`src/logic/qwsp_pkg.sv`:
```
// qwsp_pkg: shared constants for the five-wire wiper shift port
// assumes: both ends use these by scoped name; the bench uses its own literals
`default_nettype none
package qwsp_pkg;
  localparam int WIPER_COUNT = 4;
  localparam int WIPER_BITS = 6;
  localparam int INDEX_BITS = 2;
  localparam int WORD_BITS = 8;
  localparam logic [5:0] WIPER_RESET = 6'h20;
  localparam logic [5:0] WIPER_HIGH_END = 6'h3f;
  localparam logic [5:0] WIPER_LOW_END = 6'h00;
  localparam logic [2:0] LAST_BIT = 3'h7;
  localparam logic [1:0] FIRST_POT = 2'h0;
  // host serial clock half period in ns, rounded up to core clocks (divider)
  localparam int CLK_HALF_NS = 80;
  localparam int CORE_NS = 10;
  localparam int CLK_HALF_CYCLES = (CLK_HALF_NS + CORE_NS - 1) / CORE_NS;
  localparam logic [3:0] HALF_LAST = 4'(CLK_HALF_CYCLES - 1);
  // enable setup/hold around frames, in core clocks
  localparam logic [3:0] GUARD_LAST = 4'h8;
  typedef enum logic [2:0] {
    HS_IDLE = 3'b000,
    HS_SETUP = 3'b001,
    HS_LOW = 3'b010,
    HS_HIGH = 3'b011,
    HS_TAIL = 3'b100
  } qwsp_host_state_t;
endpackage
`default_nettype wire

```
`src/logic/qwsp_link_if.sv`:
```
// qwsp_link_if: the six pins between host and potentiometer device
// assumes: host drives all but the cascade output, which the device drives
`timescale 1ns/1ns
`default_nettype none
interface qwsp_link_if;
  logic portSelect;
  logic xferEnable;
  logic readNotWrite;
  logic serClk;
  logic dataIn;
  logic cascadeOut;
  modport device (
    input portSelect,
    input xferEnable,
    input readNotWrite,
    input serClk,
    input dataIn,
    output cascadeOut
  );
  modport host (
    output portSelect,
    output xferEnable,
    output readNotWrite,
    output serClk,
    output dataIn,
    input cascadeOut
  );
endinterface
`default_nettype wire

```
`src/logic/qwsp_device.sv`:
```
// qwsp_device: five-wire shift port and four volatile wiper registers
// assumes: link pins are asynchronous and are synchronised on core_clk
// assumes: every pin edge is seen three core clocks late, so the host
//   keeps each serial clock phase at least five core clocks long
// assumes: all link pins idle low after reset
`timescale 1ns/1ns
`default_nettype none
// Function
// - all wipers reset to mid value 32
// - wiper 63 high end, 0 low end
// - word: index in top two, value below
// - five-wire port active only when select low
// - MSB first, whole eight-bit words
// - enable rise starts, transfer only while high
// - direction sampled at enable rise only
// - write captures data on clock rise
// - eighth clock fall loads addressed wiper
// - one to four bytes, any order
// - enable fall ends transaction
// - cascade held low during write
// - enable low: cascade follows data in
// - read bits change after clock fall
// - read MSB first from pot 0 upward
// - select high: five-wire port ignores pins
module qwsp_device (
  input wire logic core_clk,
  input wire logic reset,
  qwsp_link_if.device link,
  output logic [5:0] wiperPos0_q,
  output logic [5:0] wiperPos1_q,
  output logic [5:0] wiperPos2_q,
  output logic [5:0] wiperPos3_q,
  output logic atHighEnd0_q,
  output logic atLowEnd0_q
);
  ////////////////////////////////////////////////////////////////////////
  // two-flop synchronisers
  // bit order: select, enable, direction, clock, data
  logic [4:0] pinMeta_q;
  logic [4:0] pinSync_q;
  logic [4:0] pinPrev_q;
  always_ff @(posedge core_clk) begin
    if (reset) begin
      pinMeta_q <= 5'h00;
      pinSync_q <= 5'h00;
      pinPrev_q <= 5'h00;
    end else begin
      pinMeta_q <= {link.portSelect, link.xferEnable, link.readNotWrite,
                    link.serClk, link.dataIn};
      pinSync_q <= pinMeta_q;
      pinPrev_q <= pinSync_q;
    end
  end
  logic selSync;
  logic enSync;
  logic dirSync;
  logic sclkSync;
  logic dinSync;
  assign {selSync, enSync, dirSync, sclkSync, dinSync} = pinSync_q;
  // previous synchronised levels, for edge detection
  logic enPrev;
  logic sclkPrev;
  assign enPrev = pinPrev_q[3];
  assign sclkPrev = pinPrev_q[1];
  logic portOn;
  assign portOn = ~selSync;
  // enable rise and clock edges count only while this port is selected
  logic enRise;
  logic enFall;
  logic clkRise;
  logic clkFall;
  assign enRise = portOn & enSync & ~enPrev;
  assign enFall = ~enSync & enPrev;
  assign clkRise = portOn & enSync & sclkSync & ~sclkPrev;
  assign clkFall = portOn & enSync & ~sclkSync & sclkPrev;

  ////////////////////////////////////////////////////////////////////////
  // transaction state
  logic active_q;
  logic readMode_q;
  always_ff @(posedge core_clk) begin
    if (reset || enFall || !portOn) begin
      active_q <= 1'b0;
    end else if (enRise) begin
      active_q <= 1'b1;
    end
  end
  // direction is latched once per frame; later moves are ignored
  always_ff @(posedge core_clk) begin
    if (reset) begin
      readMode_q <= 1'b0;
    end else if (enRise) begin
      readMode_q <= dirSync;
    end
  end

  ////////////////////////////////////////////////////////////////////////
  // write shift path
  logic [7:0] shift_q;
  logic [2:0] bitCnt_q;
  logic byteDone_q;
  // byteDone marks the eighth rise; the next fall loads the wiper
  // a partial byte is dropped when the frame ends
  always_ff @(posedge core_clk) begin
    if (reset || enRise || !active_q) begin
      shift_q <= 8'h00;
      bitCnt_q <= 3'h0;
      byteDone_q <= 1'b0;
    end else if (!readMode_q && clkRise) begin
      shift_q <= {shift_q[6:0], dinSync};
      bitCnt_q <= bitCnt_q + 3'h1;
      byteDone_q <= (bitCnt_q == qwsp_pkg::LAST_BIT);
    end else if (clkFall) begin
      byteDone_q <= 1'b0;
    end
  end
  logic loadNow;
  assign loadNow = active_q & ~readMode_q & clkFall & byteDone_q;
  logic [1:0] loadIdx;
  logic [5:0] loadVal;
  assign loadIdx = shift_q[7:6];
  assign loadVal = shift_q[5:0];

  ////////////////////////////////////////////////////////////////////////
  // wiper registers
  // volatile: every reset returns the wipers to mid position
  logic [5:0] wiper_q [qwsp_pkg::WIPER_COUNT];
  always_ff @(posedge core_clk) begin
    if (reset) begin
      for (int i = 0; i < qwsp_pkg::WIPER_COUNT; i++) begin
        wiper_q[i] <= qwsp_pkg::WIPER_RESET;
      end
    end else if (loadNow) begin
      wiper_q[loadIdx] <= loadVal;
    end
  end
  always_ff @(posedge core_clk) begin
    if (reset) begin
      wiperPos0_q <= qwsp_pkg::WIPER_RESET;
      wiperPos1_q <= qwsp_pkg::WIPER_RESET;
      wiperPos2_q <= qwsp_pkg::WIPER_RESET;
      wiperPos3_q <= qwsp_pkg::WIPER_RESET;
    end else begin
      wiperPos0_q <= wiper_q[0];
      wiperPos1_q <= wiper_q[1];
      wiperPos2_q <= wiper_q[2];
      wiperPos3_q <= wiper_q[3];
    end
  end
  // end flags stand for the end-terminal connections of pot 0
  always_ff @(posedge core_clk) begin
    if (reset) begin
      atHighEnd0_q <= 1'b0;
      atLowEnd0_q <= 1'b0;
    end else begin
      atHighEnd0_q <= (wiper_q[0] == qwsp_pkg::WIPER_HIGH_END);
      atLowEnd0_q <= (wiper_q[0] == qwsp_pkg::WIPER_LOW_END);
    end
  end

  ////////////////////////////////////////////////////////////////////////
  // read shift path
  logic [7:0] rdShift_q;
  logic [2:0] rdCnt_q;
  logic [1:0] rdIdx_q;
  logic rdPrimed_q;
  // pot 0 is preloaded at frame start so its MSB leads
  always_ff @(posedge core_clk) begin
    if (reset || !active_q || !readMode_q) begin
      rdShift_q <= 8'h00;
      rdCnt_q <= 3'h0;
      rdIdx_q <= qwsp_pkg::FIRST_POT;
      rdPrimed_q <= 1'b0;
    end else if (!rdPrimed_q) begin
      rdShift_q <= {qwsp_pkg::FIRST_POT, wiper_q[0]};
      rdIdx_q <= qwsp_pkg::FIRST_POT + 2'h1;
      rdPrimed_q <= 1'b1;
    end else if (clkFall) begin
      rdCnt_q <= rdCnt_q + 3'h1;
      if (rdCnt_q == qwsp_pkg::LAST_BIT) begin
        rdShift_q <= {rdIdx_q, wiper_q[rdIdx_q]};
        // index wraps from pot 3 back to pot 0
        rdIdx_q <= rdIdx_q + 2'h1;
      end else begin
        rdShift_q <= {rdShift_q[6:0], 1'b0};
      end
    end
  end

  ////////////////////////////////////////////////////////////////////////
  // cascade output
  logic cascade_q;
  // bypass while idle or while the other port is selected
  // read data leads only once the shifter is primed
  always_ff @(posedge core_clk) begin
    if (reset) begin
      cascade_q <= 1'b0;
    end else if (!enSync || !portOn) begin
      cascade_q <= dinSync;
    end else if (active_q && readMode_q && rdPrimed_q) begin
      cascade_q <= rdShift_q[7];
    end else begin
      cascade_q <= 1'b0;
    end
  end
  assign link.cascadeOut = cascade_q;
endmodule
`default_nettype wire

```
`src/flat_wrapper.sv`:
```
// flat-port wrapper written by rule: the top's interface ports become plain ports
module qwsp_device_flat 
  (core_clk, reset, wiperPos0_q, wiperPos1_q, wiperPos2_q, wiperPos3_q, atHighEnd0_q, atLowEnd0_q, link_portSelect, link_xferEnable, link_readNotWrite, link_serClk, link_dataIn, link_cascadeOut);
  qwsp_link_if link_i ();
  input wire logic core_clk;
  input wire logic reset;
  output logic [5:0] wiperPos0_q;
  output logic [5:0] wiperPos1_q;
  output logic [5:0] wiperPos2_q;
  output logic [5:0] wiperPos3_q;
  output logic atHighEnd0_q;
  output logic atLowEnd0_q;
  input wire logic [$bits(link_i.portSelect)-1:0] link_portSelect;
  input wire logic [$bits(link_i.xferEnable)-1:0] link_xferEnable;
  input wire logic [$bits(link_i.readNotWrite)-1:0] link_readNotWrite;
  input wire logic [$bits(link_i.serClk)-1:0] link_serClk;
  input wire logic [$bits(link_i.dataIn)-1:0] link_dataIn;
  output wire logic [$bits(link_i.cascadeOut)-1:0] link_cascadeOut;
  assign link_i.portSelect = link_portSelect;
  assign link_i.xferEnable = link_xferEnable;
  assign link_i.readNotWrite = link_readNotWrite;
  assign link_i.serClk = link_serClk;
  assign link_i.dataIn = link_dataIn;
  assign link_cascadeOut = link_i.cascadeOut;
  qwsp_device u_core (.core_clk(core_clk), .reset(reset), .link(link_i), .wiperPos0_q(wiperPos0_q), .wiperPos1_q(wiperPos1_q), .wiperPos2_q(wiperPos2_q), .wiperPos3_q(wiperPos3_q), .atHighEnd0_q(atHighEnd0_q), .atLowEnd0_q(atLowEnd0_q));
endmodule
```
`config.mk`:
```
export PLATFORM = sky130hd
export DESIGN_NAME = qwsp_device_flat
export DESIGN_NICKNAME = d
export VERILOG_FILES = /design/src/logic/qwsp_pkg.sv /design/src/logic/qwsp_link_if.sv /design/src/logic/qwsp_device.sv /design/src/flat_wrapper.sv
export SDC_FILE = /design/constraint.sdc
export NUM_CORES = 1
export LEC_CHECK = 0
export BUFFER_PORTS_ARGS = -buffer_cell sky130_fd_sc_hd__buf_2
export CORE_MARGIN = 3
export CORE_UTILIZATION = 36
export CTS_BUF_LIST = sky130_fd_sc_hd__clkbuf_4 sky130_fd_sc_hd__clkbuf_8
export DETAILED_ROUTE_END_ITERATION = 8
export PLACE_DENSITY_LB_ADDON = 0.05
export SLEW_MARGIN = 20
export SYNTH_ARGS = -nofsm -noshare
export SYNTH_HDL_FRONTEND = slang
export SYNTH_SLANG_ARGS = --single-unit
```
`constraint.sdc`:
```
create_clock -name core_clk -period 1.8 [get_ports core_clk]
set_input_delay 0.27 -clock core_clk [delete_from_list [all_inputs] [get_ports core_clk]]
set_output_delay 0.27 -clock core_clk [all_outputs]
set_load 0.03 [all_outputs]
```
==> flow_summary.ini <==
[status]
status = completed

[global_routing]
grt_antenna_before_repair = 0
grt_pass1_vias = 2368
grt_max_degree = 26
grt_pass1_wl_um = 12600
grt_overflow = 0
grt_usage = 0.148

[cells_and_area]
layout.cells.non_filler = 485
fillers = 924
nets = 362
syn2layout_area_growth_pct = 17.3
layout-drive-gt1-share = 0.242
n_antenna_cell = 0

[power]
vdd_drop_max_mv = 0.365
p_total_mw = 3.81
power_density_mw_per_mm2 = 925
p_leak_nw = 1.47

[worst_hold_path]
min_path_type = in2reg

[logic_synthesis]
synthesis.nets = 322
synth_top_area_cell = dfxtp_1
async_flop_share = 0
synthFlopType = dfxtp_1
seq_area_frac_synth = 0.588
synth_warnings = 0
synth_top_area_frac = 0.382
synth.distinct_cells = 39
syn_area_mm2 = 0.00351
synth_area_per_cell_um2 = 11.3
ys_ff_latch = 91
syn-instance-count = 311
synthTopCellsByArea = dfxtp_1, edfxtp_1, nor2b_1, mux4_2, o21ai_0
synth_enable_flop_cells = 24

[worst_setup_path]
cp.required_ps = 1960
arrival_ps = 1820
worstPathMaxFanout = 5
cp-end-kind = flip-flop
cp_cell_sequence = nand4bb_2, or3_1, buf_4, nor4b_1
critPathLaunchType = flip-flop
critical-path-top-delay-family = simple AND/OR/NAND/NOR gates
crit_path_max_incr_delay_ps = 390
worst-path-buf-inv = 1
crit_type = reg2reg
critPathSlowestCell = or3_1

[place]
dp_cells = 469
dp.final_hpwl_um = 5220
gp_congestion = 0.755
portBuffers = 33

[routing]
vias = 2410
viasPerCell = 4.97
route.met3.wl_um = 190
wire_per_inst_um = 15.9
post-route-drc-count = 0
drt-initial-drc-count = 85
drt_pass1_iterations = 4
wl_met1_um = 4040
dr.max_layer_used = met4
route.met2.wl_um = 3370
ant_nets = 0
drt_wl_total_um = 7710

[sta]
hold_viol_final = 0
fin_tns_setup_ps = 0
whs_ps = 119
relSlewSlack = 0.663
finalCritPeriodShare = 0.924
worst_slew_pin_slew_ps = 505
rsz0062_at_grt = no
max_freq_ghz = 0.601
setup_viol = 0
drv_slew = 0
clock_skew_ps = 10.2
period_needed_ps = 1660

[cts]
cts-root-buf = clkbuf_8
cts_tree = yes
cts_sinks = 91
clk_latency_ps = 360
htreeDepth = 3
numCtsBuffers = 9
clock_path_buffers = 2
clk_pin_slew_ps = 90
hold_buffers = 0

[floorplanning]
io_pins = 34
die-height_um = 105
initial_core_util = 0.374
die_w_um = 105
core_mm2 = 0.00937
dieArea_mm2 = 0.0110
row_count = 35

[run]
cap_viol_max_count = 0
==> power by group <==
group	total (mW)	switching (mW)	internal [mW]
registers	2.19	0.0354	2.16
logic	0.186	0.116	0.0706
clock network	1.43	0.755	0.673
total	3.81	0.906	2.90
==> Yosys cell counts, types with 2 or more instances <==
cell and instances:
or2_2 5, ha_1 4, a31o_2 2, nand3b_1 11, a21oi_1 18, edfxtp_1 24, nand4_1 6, and2_1 10
nor4b_1 5, clkbuf_1 22, mux2i_1 4, mux4_2 6, nand2_1 5, a211oi_1 7, nor4bb_1 2, o31ai_1 5
dfxtp_1 67, and4_1 7, or4_1 2, inv_1 6, nand2b_1 3, o21ai_0 23, nand4bb_1 2, nor2b_1 33
nor2_1 5, or3_1 5, nor3_1 7, nand3_1 4
==> cell families (layout without fill, tap and decap cells) <==
family / count (synthesis) / after routing / share of synthesized area
AND/OR/NAND/NOR: 117 / 117 / 0.218
flip-flops: 91 / 91 / 0.588
AO/OA/AOI/OAI: 58 / 58 / 0.0952
buffers and inverters: 30 / 75 / 0.0324
multiplexers: 10 / 10 / 0.0499
adder cells (fa/ha/maj): 5 / 5 / 0.0171
==> final timing paths <==
path	start	endpoint	slack, ps	cells after the start
worst max-delay path	u_core.pinSync_q[1]	u_core.wiper_q[0][3]	140	4
worst min register to register	u_core.pinMeta_q[0]	u_core.pinSync_q[0]	450	1
worst min-delay path	link_readNotWrite	u_core.pinMeta_q[2]	120	2
worst max register to register	u_core.pinSync_q[1]	u_core.wiper_q[0][3]	140	4
==> cells in the final DEF (no fill, tap or decap), drive strengths merged, types with 6 or more instances in the layout <==
cell type  Yosys  final
nand3b        11     11
inv            6      9
dfxtp         67     67
o21ai         23     23
mux4           6      6
and2          10     10
and4           7      7
buf            2     53
a21oi         18     18
a211oi         7      7
edfxtp        24     24
nor2b         33     33
clkbuf        22     10
nor3           7      7
nand4          6      6
==> routing by layer <==
layer,global-route usage,vias up
met5,0,-
met4,0.0590,0
met3,0.0253,10
met2,0.220,28
met1,0.214,1167
li1,-,1205
==> timing repair <==
action                                  CTS  global route
resized for setup                         0             2
buffers inserted                          0             0
endpoints found under the setup margin    0             2
==> through the flow <==
stage	util	cell area, um2	setup slack [ps]
floorplan	-	3510	32.9
global route	0.439	4120	11.1
detailed placement	0.416	3900	121
global placement	0.416	3900	116
CTS	0.438	4100	101
finish	0.439	4120	137
==> flip-flops by register name, summed over array words and instances (netlist names), 2 cells and up <==
register / flops
u_core.bitCnt_q: 3
u_core.pinMeta_q: 5
u_core.wiper_q: 24
wiperPos2_q: 6
u_core.pinPrev_q: 2
u_core.pinSync_q: 5
u_core.shift_q: 8
u_core.rdShift_q: 8
wiperPos0_q: 5
u_core.rdIdx_q: 2
wiperPos1_q: 6
wiperPos3_q: 6
u_core.rdCnt_q: 3
==> area by class of cell <==
cell class,count,area (um2),area share
clock inverters,6,71.3,0.0173
clock buffers,10,131,0.0319
well taps,129,161,0.0392
inverters,6,22.5,0.00547
repair buffers,53,315,0.0766
flip-flops and latches,91,2060,0.501
multi-input cells,190,1350,0.328
==> worst reg2reg max path, cell delays in order, from the launching register on <==
cell	delay [ps]
dfxtp_1	310
nand4bb_2	290
or3_1	390
buf_4	160
nor4b_1	310
No activity file was read; power rests on OpenSTA's default activity.
